### config.mk
export PLATFORM = sky130hd
export DESIGN_NAME = uart_line_cond
export DESIGN_NICKNAME = d
export VERILOG_FILES = /design/src/shared/uart_line_pkg.sv /design/src/design/uart_line_cond.sv
export SDC_FILE = /design/constraint.sdc
export NUM_CORES = 1
export LEC_CHECK = 0
export BUFFER_PORTS_ARGS = -buffer_cell sky130_fd_sc_hd__buf_2
export CAP_MARGIN = 10
export CORE_AREA = 10 10 154 156
export DETAILED_ROUTE_END_ITERATION = 8
export DIE_AREA = 0 0 164 166
export SLEW_MARGIN = 5
export SYNTH_ARGS = -nofsm -noshare
export SYNTH_HDL_FRONTEND = slang
export SYNTH_SLANG_ARGS = --single-unit
### constraint.sdc
create_clock -name I_CORE_CLK -period 4.85 [get_ports I_CORE_CLK]
set_input_delay 0.485 -clock I_CORE_CLK [delete_from_list [all_inputs] [get_ports I_CORE_CLK]]
set_output_delay 0.485 -clock I_CORE_CLK [all_outputs]
set_load 0.01 [all_outputs]
### src/shared/uart_line_pkg.sv
// Purpose: Constants and types for the serial line-condition block.
// Assumes: Word-wide register port, one core clock, 16x oversampled receiver.
// Notes: Offsets are byte addresses of aligned 32-bit words.
// Operation
// - Idle limit zero disables idle detection; expired flag stays zero.
// - Nonzero limit loads 16-bit down-counter, decremented per bit, reloaded per character.
// - Idle counter reaching zero raises the idle-expired flag.
// - Arm command stops idle counting until the first character arrives.
// - Reload command restarts counting at once from the idle limit.
// - Low stop bit sets the stop-bit-error flag at mid stop bit.
// - Stop-bit-error flag holds until the clear-status command.
// - Line break holds output low at least one character, until end command.
// - Break requested mid-character waits until that character is finished.
// - Further begin-break commands are ignored until the post-break high time has ended.
// - Early end-break command never shortens break below one character.
// - Break commands need holding-free; break start clears holding-free and all-idle.
// - End-break without a preceding begin-break is ignored.
// - Holding-register write while a break is pending is discarded.
// - After break, output high for max of 12 bits and gap length.
// - All-zero character with low stop is a break, not a stop-bit error.
// - Low stop bit of a break sets the line-break flag until clear-status.
// - End of break after 2/16 bit high (async) or one sample (sync) sets flag.
// - Nonzero gap length holds output high that many bits after each character.
package uart_line_pkg;

  // Register byte offsets
  localparam logic [4:0] CMD_OFS = 5'h00;
  localparam logic [4:0] MODE_OFS = 5'h04;
  localparam logic [4:0] IDLE_LIMIT_OFS = 5'h08;
  localparam logic [4:0] GAP_OFS = 5'h0C;
  localparam logic [4:0] STATUS_OFS = 5'h10;
  localparam logic [4:0] HOLD_OFS = 5'h14;
  localparam logic [4:0] RXDATA_OFS = 5'h18;
  localparam logic [4:0] BAUD_OFS = 5'h1C;

  // command_reg bit positions
  localparam int unsigned CMD_CLEAR_STATUS = 0;
  localparam int unsigned CMD_BEGIN_BREAK = 1;
  localparam int unsigned CMD_END_BREAK = 2;
  localparam int unsigned CMD_ARM_IDLE = 3;
  localparam int unsigned CMD_RELOAD_IDLE = 4;

  // channel_status_reg bit positions
  localparam int unsigned ST_TX_HOLDING_FREE = 0;
  localparam int unsigned ST_TX_ALL_IDLE = 1;
  localparam int unsigned ST_STOP_ERR = 2;
  localparam int unsigned ST_LINE_BREAK = 3;
  localparam int unsigned ST_IDLE_EXPIRED = 4;
  localparam int unsigned ST_RX_READY = 5;

  // Mode register field
  localparam int unsigned MODE_SYNC = 0;

  // Reset values
  localparam logic [15:0] BAUD_DIV_RST = 16'h0000;
  localparam logic [15:0] IDLE_LIMIT_RST = 16'h0000;

  // Timing counts, all in bit periods or oversample ticks
  localparam logic [3:0] CHAR_BITS = 4'hA;
  localparam logic [7:0] POST_BREAK_BITS = 8'h0C;
  localparam logic [3:0] START_MID_TICK = 4'h7;
  localparam logic [1:0] EOB_ASYNC_SAMPLES = 2'h2;
  localparam logic [1:0] EOB_SYNC_SAMPLES = 2'h1;

  typedef enum logic [4:0] {
    RX_IDLE = 5'h01,
    RX_START = 5'h02,
    RX_DATA = 5'h04,
    RX_STOP = 5'h08,
    RX_BREAK = 5'h10
  } rx_state_t;

  typedef enum logic [4:0] {
    TX_IDLE = 5'h01,
    TX_SHIFT = 5'h02,
    TX_GAP = 5'h04,
    TX_BREAK = 5'h08,
    TX_POST = 5'h10
  } tx_state_t;

endpackage

### src/design/uart_line_cond.sv
// Purpose: Receiver idle timer, stop-bit error, line break send and detect.
// Assumes: 8 data bits, no parity, one stop bit; baud ticks from a divider.
// Notes: Commands and data arrive on a plain one-cycle register port.
`timescale 1ns/1ps
`default_nettype none
module uart_line_cond #(
  parameter int unsigned GAP_W = 8 // Width of the gap length field
) (
  input wire logic I_CORE_CLK, // Core clock, 200 MHz
  input wire logic I_RST, // Asynchronous reset, active high
  input wire logic I_CE, // Clock enable, freezes all state but O_RDATA, which is cleared to zero, when low
  input wire logic [4:0] I_ADDR, // Register byte address
  input wire logic [31:0] I_WDATA, // Write data
  input wire logic I_WR, // Write strobe
  input wire logic I_RD, // Read strobe
  output logic [31:0] O_RDATA, // Read data, valid the cycle after I_RD
  input wire logic I_RXD, // Serial input pin
  output logic O_TXD // Serial output pin
);

  // Gap length field narrower than 4 or wider than 8 bits is not served
  if (GAP_W < 4 || GAP_W > 8) begin : gap_w_check
    $error("GAP_W must be 4 to 8");
  end

  ////////////////////////////////////////////////////////////////////////////
  // Register port decode
  logic sync_mode_reg;
  logic [15:0] baud_div_reg;
  logic [15:0] idle_limit_reg;
  logic [GAP_W-1:0] gap_length;
  logic wr_cmd, wr_hold, both_break;
  logic clear_status_cmd, begin_line_break_cmd, end_line_break_cmd;
  logic arm_idle_count_cmd, reload_idle_count_cmd;

  assign wr_cmd = I_CE && I_WR && (I_ADDR == uart_line_pkg::CMD_OFS);
  assign wr_hold = I_CE && I_WR && (I_ADDR == uart_line_pkg::HOLD_OFS);
  // Both break bits together is undefined; dropping both is the safe answer
  assign both_break = I_WDATA[uart_line_pkg::CMD_BEGIN_BREAK]
                      && I_WDATA[uart_line_pkg::CMD_END_BREAK];
  assign clear_status_cmd = wr_cmd && I_WDATA[uart_line_pkg::CMD_CLEAR_STATUS];
  assign begin_line_break_cmd = wr_cmd && !both_break
                                && I_WDATA[uart_line_pkg::CMD_BEGIN_BREAK];
  assign end_line_break_cmd = wr_cmd && !both_break
                              && I_WDATA[uart_line_pkg::CMD_END_BREAK];
  assign arm_idle_count_cmd = wr_cmd && I_WDATA[uart_line_pkg::CMD_ARM_IDLE];
  assign reload_idle_count_cmd = wr_cmd && I_WDATA[uart_line_pkg::CMD_RELOAD_IDLE];

  // Configuration registers
  always_ff @(posedge I_CORE_CLK or posedge I_RST) begin
    if (I_RST) begin
      sync_mode_reg <= 1'b0;
      baud_div_reg <= uart_line_pkg::BAUD_DIV_RST;
      idle_limit_reg <= uart_line_pkg::IDLE_LIMIT_RST;
      gap_length <= '0;
    end else if (I_CE && I_WR) begin
      unique case (I_ADDR)
        uart_line_pkg::MODE_OFS: sync_mode_reg <= I_WDATA[uart_line_pkg::MODE_SYNC];
        uart_line_pkg::BAUD_OFS: baud_div_reg <= I_WDATA[15:0];
        uart_line_pkg::IDLE_LIMIT_OFS: idle_limit_reg <= I_WDATA[15:0];
        uart_line_pkg::GAP_OFS: gap_length <= I_WDATA[GAP_W-1:0];
        default: ;
      endcase
    end
  end

  ////////////////////////////////////////////////////////////////////////////
  // Baud generation: oversample tick, free bit tick
  logic [15:0] baud_cnt_reg;
  logic [3:0] bit_sub_reg;
  logic tick16, bit_tick;

  assign tick16 = I_CE && (baud_cnt_reg == baud_div_reg);
  assign bit_tick = tick16 && (bit_sub_reg == 4'hF);

  // Divider runs free so idle timing is not disturbed by the transmitter
  always_ff @(posedge I_CORE_CLK or posedge I_RST) begin
    if (I_RST) begin
      baud_cnt_reg <= 16'h0000;
      bit_sub_reg <= 4'h0;
    end else if (I_CE) begin
      baud_cnt_reg <= tick16 ? 16'h0000 : baud_cnt_reg + 16'h0001;
      if (tick16) bit_sub_reg <= bit_sub_reg + 4'h1;
    end
  end

  ////////////////////////////////////////////////////////////////////////////
  // Receiver
  logic rxd_meta, rxd_s;
  uart_line_pkg::rx_state_t rx_state_reg;
  logic [3:0] rx_sub_reg, rx_bits_reg;
  logic [7:0] rx_shift_reg, rx_data_reg;
  logic [1:0] rx_high_reg;
  logic rx_sample, rx_at_bit, stop_eval, char_done, frame_evt, brk_start, brk_end;
  logic [3:0] spb_m1;
  logic [1:0] eob_need;

  // Two flops on the pin before anything looks at it
  always_ff @(posedge I_CORE_CLK or posedge I_RST) begin
    if (I_RST) begin
      rxd_meta <= 1'b1;
      rxd_s <= 1'b1;
    end else if (I_CE) begin
      rxd_meta <= I_RXD;
      rxd_s <= rxd_meta;
    end
  end

  // Sync mode takes one sample per bit, async sixteen
  assign rx_sample = sync_mode_reg ? bit_tick : tick16;
  assign spb_m1 = sync_mode_reg ? 4'h0 : 4'hF;
  assign eob_need = sync_mode_reg ? uart_line_pkg::EOB_SYNC_SAMPLES
                                  : uart_line_pkg::EOB_ASYNC_SAMPLES;
  assign rx_at_bit = rx_sample && (rx_sub_reg == spb_m1);
  assign stop_eval = (rx_state_reg == uart_line_pkg::RX_STOP) && rx_at_bit;
  assign char_done = stop_eval && rxd_s;
  assign frame_evt = stop_eval && !rxd_s && (rx_shift_reg != 8'h00);
  assign brk_start = stop_eval && !rxd_s && (rx_shift_reg == 8'h00);
  assign brk_end = (rx_state_reg == uart_line_pkg::RX_BREAK) && rx_sample && rxd_s
                   && ((rx_high_reg + 2'h1) >= eob_need);

  // Character framing state machine
  always_ff @(posedge I_CORE_CLK or posedge I_RST) begin
    if (I_RST) begin
      rx_state_reg <= uart_line_pkg::RX_IDLE;
      rx_sub_reg <= 4'h0;
      rx_bits_reg <= 4'h0;
      rx_shift_reg <= 8'h00;
      rx_high_reg <= 2'h0;
    end else if (rx_sample) begin
      unique case (rx_state_reg)
        uart_line_pkg::RX_IDLE: begin
          rx_sub_reg <= 4'h0;
          rx_bits_reg <= 4'h0;
          if (!rxd_s) begin
            rx_state_reg <= sync_mode_reg ? uart_line_pkg::RX_DATA : uart_line_pkg::RX_START;
          end
        end
        uart_line_pkg::RX_START: begin
          rx_sub_reg <= rx_sub_reg + 4'h1;
          if (rx_sub_reg == uart_line_pkg::START_MID_TICK) begin
            rx_sub_reg <= 4'h0;
            rx_state_reg <= rxd_s ? uart_line_pkg::RX_IDLE : uart_line_pkg::RX_DATA;
          end
        end
        uart_line_pkg::RX_DATA: begin
          rx_sub_reg <= rx_at_bit ? 4'h0 : rx_sub_reg + 4'h1;
          if (rx_at_bit) begin
            rx_shift_reg <= {rxd_s, rx_shift_reg[7:1]};
            rx_bits_reg <= rx_bits_reg + 4'h1;
            if (rx_bits_reg == 4'h7) rx_state_reg <= uart_line_pkg::RX_STOP;
          end
        end
        uart_line_pkg::RX_STOP: begin
          rx_sub_reg <= rx_at_bit ? 4'h0 : rx_sub_reg + 4'h1;
          rx_high_reg <= 2'h0;
          if (rx_at_bit) begin
            rx_state_reg <= brk_start ? uart_line_pkg::RX_BREAK : uart_line_pkg::RX_IDLE;
          end
        end
        uart_line_pkg::RX_BREAK: begin
          // High must persist over two consecutive samples (async) or one sample (sync) to end the break
          rx_high_reg <= rxd_s ? rx_high_reg + 2'h1 : 2'h0;
          if (brk_end) rx_state_reg <= uart_line_pkg::RX_IDLE;
        end
        default: rx_state_reg <= uart_line_pkg::RX_IDLE;
      endcase
    end
  end

  // Receive flags; a set in the same cycle as the clear wins
  logic stop_err_reg, rx_line_break_flag, rx_ready_reg;
  always_ff @(posedge I_CORE_CLK or posedge I_RST) begin
    if (I_RST) begin
      stop_err_reg <= 1'b0;
      rx_line_break_flag <= 1'b0;
      rx_ready_reg <= 1'b0;
      rx_data_reg <= 8'h00;
    end else if (I_CE) begin
      if (clear_status_cmd) stop_err_reg <= 1'b0;
      if (frame_evt) stop_err_reg <= 1'b1;
      if (clear_status_cmd) rx_line_break_flag <= 1'b0;
      if (brk_start || brk_end) rx_line_break_flag <= 1'b1;
      if (I_RD && I_ADDR == uart_line_pkg::RXDATA_OFS) rx_ready_reg <= 1'b0;
      if (char_done) begin
        rx_ready_reg <= 1'b1;
        rx_data_reg <= rx_shift_reg;
      end
    end
  end

  ////////////////////////////////////////////////////////////////////////////
  // Receiver idle timer
  logic [15:0] idle_cnt_reg;
  logic idle_run_reg, idle_expired_reg, idle_dec, idle_expire_evt;

  assign idle_dec = idle_run_reg && bit_tick && (idle_cnt_reg != 16'h0000) && !char_done
                    && !reload_idle_count_cmd && !arm_idle_count_cmd;
  assign idle_expire_evt = idle_dec && (idle_cnt_reg == 16'h0001)
                           && (idle_limit_reg != 16'h0000);

  // A character outranks commands so that the count always restarts on data
  always_ff @(posedge I_CORE_CLK or posedge I_RST) begin
    if (I_RST) begin
      idle_cnt_reg <= 16'h0000;
      idle_run_reg <= 1'b0;
    end else if (I_CE) begin
      if (char_done) begin
        idle_cnt_reg <= idle_limit_reg;
        idle_run_reg <= 1'b1;
      end else if (reload_idle_count_cmd) begin
        idle_cnt_reg <= idle_limit_reg;
        idle_run_reg <= 1'b1;
      end else if (arm_idle_count_cmd) begin
        idle_run_reg <= 1'b0;
      end else if (idle_dec) begin
        idle_cnt_reg <= idle_cnt_reg - 16'h0001;
      end
    end
  end

  // Expired flag; disabled timer forces it low
  always_ff @(posedge I_CORE_CLK or posedge I_RST) begin
    if (I_RST) begin
      idle_expired_reg <= 1'b0;
    end else if (I_CE) begin
      if (idle_limit_reg == 16'h0000) begin
        idle_expired_reg <= 1'b0;
      end else begin
        if (arm_idle_count_cmd || reload_idle_count_cmd) idle_expired_reg <= 1'b0;
        if (idle_expire_evt) idle_expired_reg <= 1'b1;
      end
    end
  end

  ////////////////////////////////////////////////////////////////////////////
  // Transmitter with break generation
  uart_line_pkg::tx_state_t tx_state_reg;
  logic [3:0] tx_sub_reg;
  logic [7:0] tx_bitcnt_reg;
  logic [8:0] tx_shift_reg;
  logic [7:0] hold_data_reg, gap_ext, post_len;
  logic hold_valid_reg, brk_pending_reg, brk_stop_reg, txd_reg;
  logic tx_bit, tx_holding_free, tx_all_idle, brk_busy, begin_ok, end_ok, hold_take;

  assign gap_ext = 8'(gap_length);
  assign post_len = (gap_ext > uart_line_pkg::POST_BREAK_BITS) ? gap_ext
                    : uart_line_pkg::POST_BREAK_BITS;
  assign tx_bit = tick16 && (tx_sub_reg == 4'hF);
  // A pending break occupies the holding slot like a character
  assign tx_holding_free = !hold_valid_reg && !brk_pending_reg;
  assign tx_all_idle = (tx_state_reg == uart_line_pkg::TX_IDLE) && tx_holding_free;
  assign brk_busy = brk_pending_reg || (tx_state_reg == uart_line_pkg::TX_BREAK)
                    || (tx_state_reg == uart_line_pkg::TX_POST);
  assign begin_ok = begin_line_break_cmd && tx_holding_free && !brk_busy;
  assign end_ok = end_line_break_cmd && tx_holding_free
                  && (tx_state_reg == uart_line_pkg::TX_BREAK);
  assign hold_take = wr_hold && tx_holding_free;

  // Holding register and break request
  always_ff @(posedge I_CORE_CLK or posedge I_RST) begin
    if (I_RST) begin
      hold_valid_reg <= 1'b0;
      hold_data_reg <= 8'h00;
      brk_pending_reg <= 1'b0;
      brk_stop_reg <= 1'b0;
    end else if (I_CE) begin
      if (hold_take) begin
        hold_valid_reg <= 1'b1;
        hold_data_reg <= I_WDATA[7:0];
      end else if (tx_state_reg == uart_line_pkg::TX_IDLE && !brk_pending_reg) begin
        hold_valid_reg <= 1'b0;
      end
      if (begin_ok) brk_pending_reg <= 1'b1;
      else if (tx_state_reg == uart_line_pkg::TX_IDLE) brk_pending_reg <= 1'b0;
      if (tx_state_reg != uart_line_pkg::TX_BREAK) brk_stop_reg <= 1'b0;
      if (end_ok) brk_stop_reg <= 1'b1;
    end
  end

  // Line sequencer; idle starts at once and realigns the bit phase
  always_ff @(posedge I_CORE_CLK or posedge I_RST) begin
    if (I_RST) begin
      tx_state_reg <= uart_line_pkg::TX_IDLE;
      tx_sub_reg <= 4'h0;
      tx_bitcnt_reg <= 8'h00;
      tx_shift_reg <= 9'h1FF;
      txd_reg <= 1'b1;
    end else if (I_CE) begin
      if (tick16) tx_sub_reg <= tx_sub_reg + 4'h1;
      unique case (tx_state_reg)
        uart_line_pkg::TX_IDLE: begin
          tx_sub_reg <= 4'h0;
          tx_bitcnt_reg <= 8'h00;
          txd_reg <= 1'b1;
          if (brk_pending_reg) begin
            tx_state_reg <= uart_line_pkg::TX_BREAK;
            txd_reg <= 1'b0;
          end else if (hold_valid_reg) begin
            tx_state_reg <= uart_line_pkg::TX_SHIFT;
            tx_shift_reg <= {1'b1, hold_data_reg};
            txd_reg <= 1'b0;
          end
        end
        uart_line_pkg::TX_SHIFT: begin
          // A requested break waits here until the stop bit is out
          if (tx_bit) begin
            tx_bitcnt_reg <= tx_bitcnt_reg + 8'h01;
            txd_reg <= tx_shift_reg[0];
            tx_shift_reg <= {1'b1, tx_shift_reg[8:1]};
            if (tx_bitcnt_reg == 8'(uart_line_pkg::CHAR_BITS - 4'h1)) begin
              tx_bitcnt_reg <= 8'h00;
              txd_reg <= 1'b1;
              tx_state_reg <= (gap_ext != 8'h00) ? uart_line_pkg::TX_GAP
                                                 : uart_line_pkg::TX_IDLE;
            end
          end
        end
        uart_line_pkg::TX_GAP: begin
          if (tx_bit) begin
            tx_bitcnt_reg <= tx_bitcnt_reg + 8'h01;
            if (tx_bitcnt_reg == gap_ext - 8'h01) tx_state_reg <= uart_line_pkg::TX_IDLE;
          end
        end
        uart_line_pkg::TX_BREAK: begin
          txd_reg <= 1'b0;
          if (tx_bit) begin
            if (tx_bitcnt_reg != 8'(uart_line_pkg::CHAR_BITS - 4'h1)) begin
              tx_bitcnt_reg <= tx_bitcnt_reg + 8'h01;
            end else if (brk_stop_reg) begin
              tx_bitcnt_reg <= 8'h00;
              txd_reg <= 1'b1;
              tx_state_reg <= uart_line_pkg::TX_POST;
            end
          end
        end
        uart_line_pkg::TX_POST: begin
          txd_reg <= 1'b1;
          if (tx_bit) begin
            tx_bitcnt_reg <= tx_bitcnt_reg + 8'h01;
            if (tx_bitcnt_reg == post_len - 8'h01) tx_state_reg <= uart_line_pkg::TX_IDLE;
          end
        end
        default: tx_state_reg <= uart_line_pkg::TX_IDLE;
      endcase
    end
  end

  assign O_TXD = txd_reg;

  ////////////////////////////////////////////////////////////////////////////
  // Read port; data stand for one cycle only, zero otherwise
  logic [31:0] rd_mux;
  always_comb begin
    rd_mux = 32'h0000_0000;
    unique case (I_ADDR)
      uart_line_pkg::MODE_OFS: rd_mux[uart_line_pkg::MODE_SYNC] = sync_mode_reg;
      uart_line_pkg::BAUD_OFS: rd_mux[15:0] = baud_div_reg;
      uart_line_pkg::IDLE_LIMIT_OFS: rd_mux[15:0] = idle_limit_reg;
      uart_line_pkg::GAP_OFS: rd_mux[7:0] = gap_ext;
      uart_line_pkg::RXDATA_OFS: rd_mux[7:0] = rx_data_reg;
      uart_line_pkg::STATUS_OFS: begin
        rd_mux[uart_line_pkg::ST_TX_HOLDING_FREE] = tx_holding_free;
        rd_mux[uart_line_pkg::ST_TX_ALL_IDLE] = tx_all_idle;
        rd_mux[uart_line_pkg::ST_STOP_ERR] = stop_err_reg;
        rd_mux[uart_line_pkg::ST_LINE_BREAK] = rx_line_break_flag;
        rd_mux[uart_line_pkg::ST_IDLE_EXPIRED] = idle_expired_reg;
        rd_mux[uart_line_pkg::ST_RX_READY] = rx_ready_reg;
      end
      default: ;
    endcase
  end

  always_ff @(posedge I_CORE_CLK or posedge I_RST) begin
    if (I_RST) O_RDATA <= 32'h0000_0000;
    else O_RDATA <= (I_CE && I_RD) ? rd_mux : 32'h0000_0000;
  end
endmodule // uart_line_cond
`default_nettype wire

======== Word-level counts from Yosys, hierarchy flattened ========
Cells that the tools add are included.
word-level totals
  input port bits ......................... 43
  output and inout port bits .............. 33
  logic and storage cells ................. 276
  flip-flop bits (word level) ............. 169
cells by class
  eq/ne operators ......................... 50
  magnitude comparators ................... 2
  add/sub/neg operators ................... 10
  mux-type cells .......................... 82
  reduce and logical (&&, ||, !) cells .... 102
operator list
  kind                                                              number
  16-bit two-way mux                                                6
  5-bit two-way mux                                                 18
  5-bit one-hot mux with 5 select lines                             3
  8-bit two-way mux                                                 7
  1-bit logical AND                                                 39
  2-bit AND reduction                                               18
  2-bit != test, second input constant                              16
  8-bit one-hot mux with 4 select lines                             1
  16-bit nonzero test                                               2
  5-bit == test, second input constant                              6
  9-bit two-way mux                                                 3
  1-bit two-way mux                                                 25
  4-bit two-way mux                                                 6
  5-bit by 4-bit == test with 1-bit output, second input constant   4
  2-bit nonzero test                                                10
  9-bit one-hot mux with 2 select lines                             1
  16-bit by 1-bit adder with 16-bit output, second input constant   1
  4-bit by 1-bit adder with 4-bit output, second input constant     4
  16-bit by 1-bit == test with 1-bit output, second input constant  1
  16-bit == test                                                    1
  8-bit == test                                                     2
  16-bit logical NOT                                                1
  8-bit one-hot mux with 2 select lines                             1
  8-bit nonzero test                                                2
  39 further kinds                                                  68

======== Longest topological paths before layout ========
  word-level depth ........................ 15
  gate-level depth with buffers ........... 13
  depth with buffers taken out ............ 12

======== Least setup slack after synthesis ========
Ideal clock, no wire load.
  kind .................................... reg2reg
  from .................................... register gap_length[0], in the netlist gap_ext[0]
  to ...................................... register tx_state_reg[1]
  library setup time ...................... 0.125 ns
  data required time ...................... 4.725 ns
  data arrival time ....................... 3.391 ns
  stages on the path, launching flop included .. 13
  path slack .............................. 1.334 ns
  path buffers ............................ 1
  period minus slack after synthesis ...... 3.516 ns
  cells stage by stage .................... dfrtp_1 -> clkbuf_1 -> inv_1 -> ha_1 -> o21ai_0 -> nand2_1 -> ha_1 -> and4b_1 -> or3_1 -> a2111oi_0 -> a31oi_1 -> nor4_4 -> mux2_2
on the way
  word-level cells in the longest chain between the ends .. 6
  elaborated cells between the ends (all ways) .. 9
  those cells by class .................... 2 x add/sub; 1 x order compare; 4 x eq/ne; 1 x mux; 1 x reduce/logical
ends and longest elaborated chain
  item                                                       RTL line               RTL
  start, declared                                            uart_line_cond.sv:31   logic [GAP_W-1:0] gap_length;
  start signal, assigned                                     uart_line_cond.sv:61   uart_line_pkg::GAP_OFS: gap_length <= I_WDATA[GAP_W-1:0];
  8-bit by 4-bit greater-than comparator with 1-bit output   uart_line_cond.sv:247  assign post_len = (gap_ext > uart_line_pkg::POST_BREAK_BITS) ? gap_ext
  8-bit two-way mux                                          uart_line_cond.sv:247
  8-bit by 1-bit subtractor with 8-bit output                uart_line_cond.sv:341  if (tx_bitcnt_reg == post_len - 8'h01) tx_state_reg <= uart_line_pkg::TX_IDLE;
  8-bit == test                                              uart_line_cond.sv:341
  2-bit by 1-bit != test with 1-bit output (no source line)  --
  11-bit AND reduction (no source line) *                    --
  end signal, assigned                                       uart_line_cond.sv:333  tx_state_reg <= uart_line_pkg::TX_POST;
  end signal, assigned                                       uart_line_cond.sv:341
  end signal, assigned                                       uart_line_cond.sv:344  default: tx_state_reg <= uart_line_pkg::TX_IDLE;
  end, declared                                              uart_line_cond.sv:238  uart_line_pkg::tx_state_t tx_state_reg;
Every way passes the cells marked *; elsewhere a longest branch is shown, timed or not.
A chain may end at the register's enable or synchronous reset.

======== Worst setup path in the final report ========
  from .................................... register gap_length[6], in the netlist gap_ext[6]
  to ...................................... register tx_state_reg[1]
Same word-level chain as after synthesis.

==> qor.csv <==
metric,value,unit
layout cells sized above 1,0.2006,
Area Growth Syn to Fin,10.85,%
gpl congestion,0.8788,
Starting Density,0.4432,
chip height,166,µm
worst skew pair latency,440,ps
Worst setup EP type,flip-flop,
Yosys warning total,0,
number of synthesized register bits,168,
drt first pass iters,5,
"Seq/Total Area, Yosys",0.4602,
worst-path maximum fanout,11,
# setup viols final,0,
Die X,164,µm
total track usage,0.1711,
Final #Nets,1001,
Avg WL per Cell,18.58,µm
Worst R2R Path Depth,10,
max_slew headroom,0.3308,
initial antenna violation count,0,
Finished Cell Area,10160,µm²
maximum clock rate,249.7,MHz
IO Port Bufs,43,
Rows,53,
P per Cell Area,419.7,nW/µm²
Layout Cells excl Fill,1232,
clock share of power,0.326,
fill count,1944,
Top Usage Layer GRT,met2,
Crit path required time,5170,ps
M1 GR Usage,0.2292,
largest net degree at the start of global routing,140,
Resized Gates After CTS,0,
CTS HTree Levels,4,
Worst EP arrival,4330,ps
RR Endpoint,tx_state_reg[1]$_DFFE_PP0P_,
RSZ-0062 raised after global routing,false,
"Slew Viols, Final",0,
CTS tree,built,
drt total wl,22900,µm
clk buf depth,2,
Post-synth EDFFs,0,
via count of the first global-routing pass,6862,
Detail Route Antenna Nets,0,
Int Pwr,2826,µW
CP Class,reg2reg,
met3 Use GR,0.03718,
top_reg_cell synth,dfrtp_1,
clock-pin transition on the worst setup and hold timing paths,70,ps
average cell area after synthesis,10.02,µm²
Sw Ratio,0.3377,
Max-Cap Viols,0,
number of hold buffers added after cts,0,
num ports,76,
GRT met2 Usage,0.2716,
Hold Crit Class,in2async,
Syn Std Cell Area,9170,µm²
Mapped Cells,915,
total CTS buffers,17,
worst-margin pin slew,1004,ps
"commonest non-fill, non-tap cell in the layout",dfrtp_1,
Clk Tree Root Cell,clkbuf_16,
ys async rst share,1.000,
clk_skew,17.15,ps
drc violations,0,
setup repair bufs after CTS,0,
Overflow after GRT,0,
Post-Place Cells,1200,
drt first-iter violations,594,
Num Clock Sinks,168,
vias per cell,5.607,
Setup TNS,0,ps
RR Startpoint,gap_ext[6]$_DFFE_PP0P_,
Die ar.,27220,µm²
Area after DPL,9573,µm²
routed vias,6908,
diodes inserted,0,
Final Hold Viols,0,
switching power,1441,µW
first-pass GRT wire length,37520,µm
Unique masters post-synth,71,
status,"finished, final reports clean",
peak supply drop,0.0002377,V
crit start category,flip-flop,
r2r setup slk,850,ps
Flop pwr share,0.438,
Tcrit/Tclk final,0.8257,
Leakage,0.004541,µW
core area,20690,µm²
minimum clock period,4005,ps
combinational power share,0.236,
"commonest cells after routing, fill and taps aside","dfrtp_1 (155), nand2_1 (114), nor2_1 (70)",
Detailed Place HPWL,16540,µm
## through the flow
stage / setup slack, ps / power, µW / hold WS, ps / utilization
floorplan: 1334 / 2615 / 445.2 / -
finish: 845.3 / 4267 / 135.5 / 0.4913
global placement: 905.6 / 2875 / 464.2 / 0.4627
CTS: 861.6 / 4289 / 148.2 / 0.4913
global route: 296.7 / 4514 / 174.1 / 0.4913
detailed placement: 890.5 / 2891 / 466.3 / 0.4627
## routing by layer
metal / vias to the layer above / share of wire
li1: 3322 / -
met1: 3398 / 0.46
met2: 158 / 0.48
met3: 30 / 0.046
met4: 0 / 0.017
met5: - / 0
## final cells by class
cell class              count  area (µm²)  area share
repair buffers             51       287.8     0.02831
inverters                  24       93.84    0.009232
well taps                 275       344.1     0.03385
multi-input cells         682        4627      0.4552
flip-flops and latches    168        4220      0.4152
clock inverters            15       166.4     0.01637
clock buffers              17       425.4     0.04185
## power by group through the flow
stage	Combinational, µW	Clock (µW)	Sequential (µW)
after floorplan	853	0	1760
after global placement	989	0	1890
after detailed placement	1000	0	1890
after CTS	1010	1420	1860
after global routing	1130	1480	1900
final	1010	1390	1870
## critical path: stages (launching register included)
cell and delay [ps]:
dfrtp_1 520, nor4_2 700, o21ai_0 300, nand2_1 140, ha_1 270, a21boi_0 140, or3_1 320, a2111oi_0 400
a31oi_1 190, nor4_4 510, mux2_2 390
## worst max-delay path by stage
stage | from | end | slack (ps) | depth (start not counted)
after detailed placement | gap_ext[6]$_DFFE_PP0P_ | tx_state_reg[1]$_DFFE_PP0P_ | 890 | 10
after CTS | gap_ext[6]$_DFFE_PP0P_ | tx_state_reg[1]$_DFFE_PP0P_ | 860 | 10
after global routing | gap_ext[6]$_DFFE_PP0P_ | tx_state_reg[1]$_DFFE_PP0P_ | 300 | 11
final | gap_ext[6]$_DFFE_PP0P_ | tx_state_reg[1]$_DFFE_PP0P_ | 850 | 10
after floorplan | gap_ext[0]$_DFFE_PP0P_ | tx_state_reg[1]$_DFFE_PP0P_ | 1330 | 12
after global placement | gap_ext[6]$_DFFE_PP0P_ | tx_state_reg[1]$_DFFE_PP0P_ | 910 | 10
## synth_stat cells (3+ instances only)
cell | number | area [µm²]
mux2_2 | 69 | 777.0
a31oi_1 | 11 | 68.82
o21ai_0 | 50 | 250.2
dfrtp_1 | 155 | 3879
nand2_1 | 114 | 427.9
buf_1 | 4 | 15.01
nor3_1 | 22 | 110.1
a22oi_1 | 10 | 75.07
a21o_1 | 4 | 30.03
xnor2_1 | 28 | 245.2
nor2_1 | 70 | 262.8
and3_1 | 13 | 81.33
a211oi_1 | 8 | 60.06
a21oi_1 | 25 | 125.1
o31ai_1 | 5 | 37.54
clkbuf_1 | 30 | 112.6
nor3b_1 | 3 | 22.52
nand4_1 | 15 | 93.84
inv_1 | 23 | 86.33
xor2_1 | 31 | 271.5
ha_1 | 14 | 175.2
dfstp_2 | 13 | 341.6
nor4_4 | 5 | 106.4
or4_1 | 6 | 45.04
nor4_1 | 23 | 143.9
buf_4 | 18 | 135.1
mux2i_1 | 8 | 80.08
buf_2 | 3 | 15.01
o211ai_1 | 3 | 22.52
nor2b_1 | 10 | 62.56
nand2b_1 | 10 | 62.56
mux4_2 | 8 | 180.2
nand4b_1 | 4 | 35.03
nand3_1 | 28 | 140.1
or3_1 | 9 | 56.30
o21ai_1 | 4 | 20.02
nand3b_1 | 6 | 45.04
and4_1 | 3 | 26.28
or2_2 | 6 | 37.54
## logic make-up (layout without fill, tap and decap cells)
logic type      after synthesis  after routing  share of synthesized area
compound gates              145            145                     0.1010
mux                          86             86                     0.1143
xor+xnor                     59             59                    0.05635
simple gates                362            362                     0.2073
flops                       168            168                     0.4602
fa+ha+maj                    14             14                    0.01910
other cells                   1             16                  0.0004089
buf+inv                      80            107                    0.04134
No activity file was read; power rests on OpenSTA's default activity.
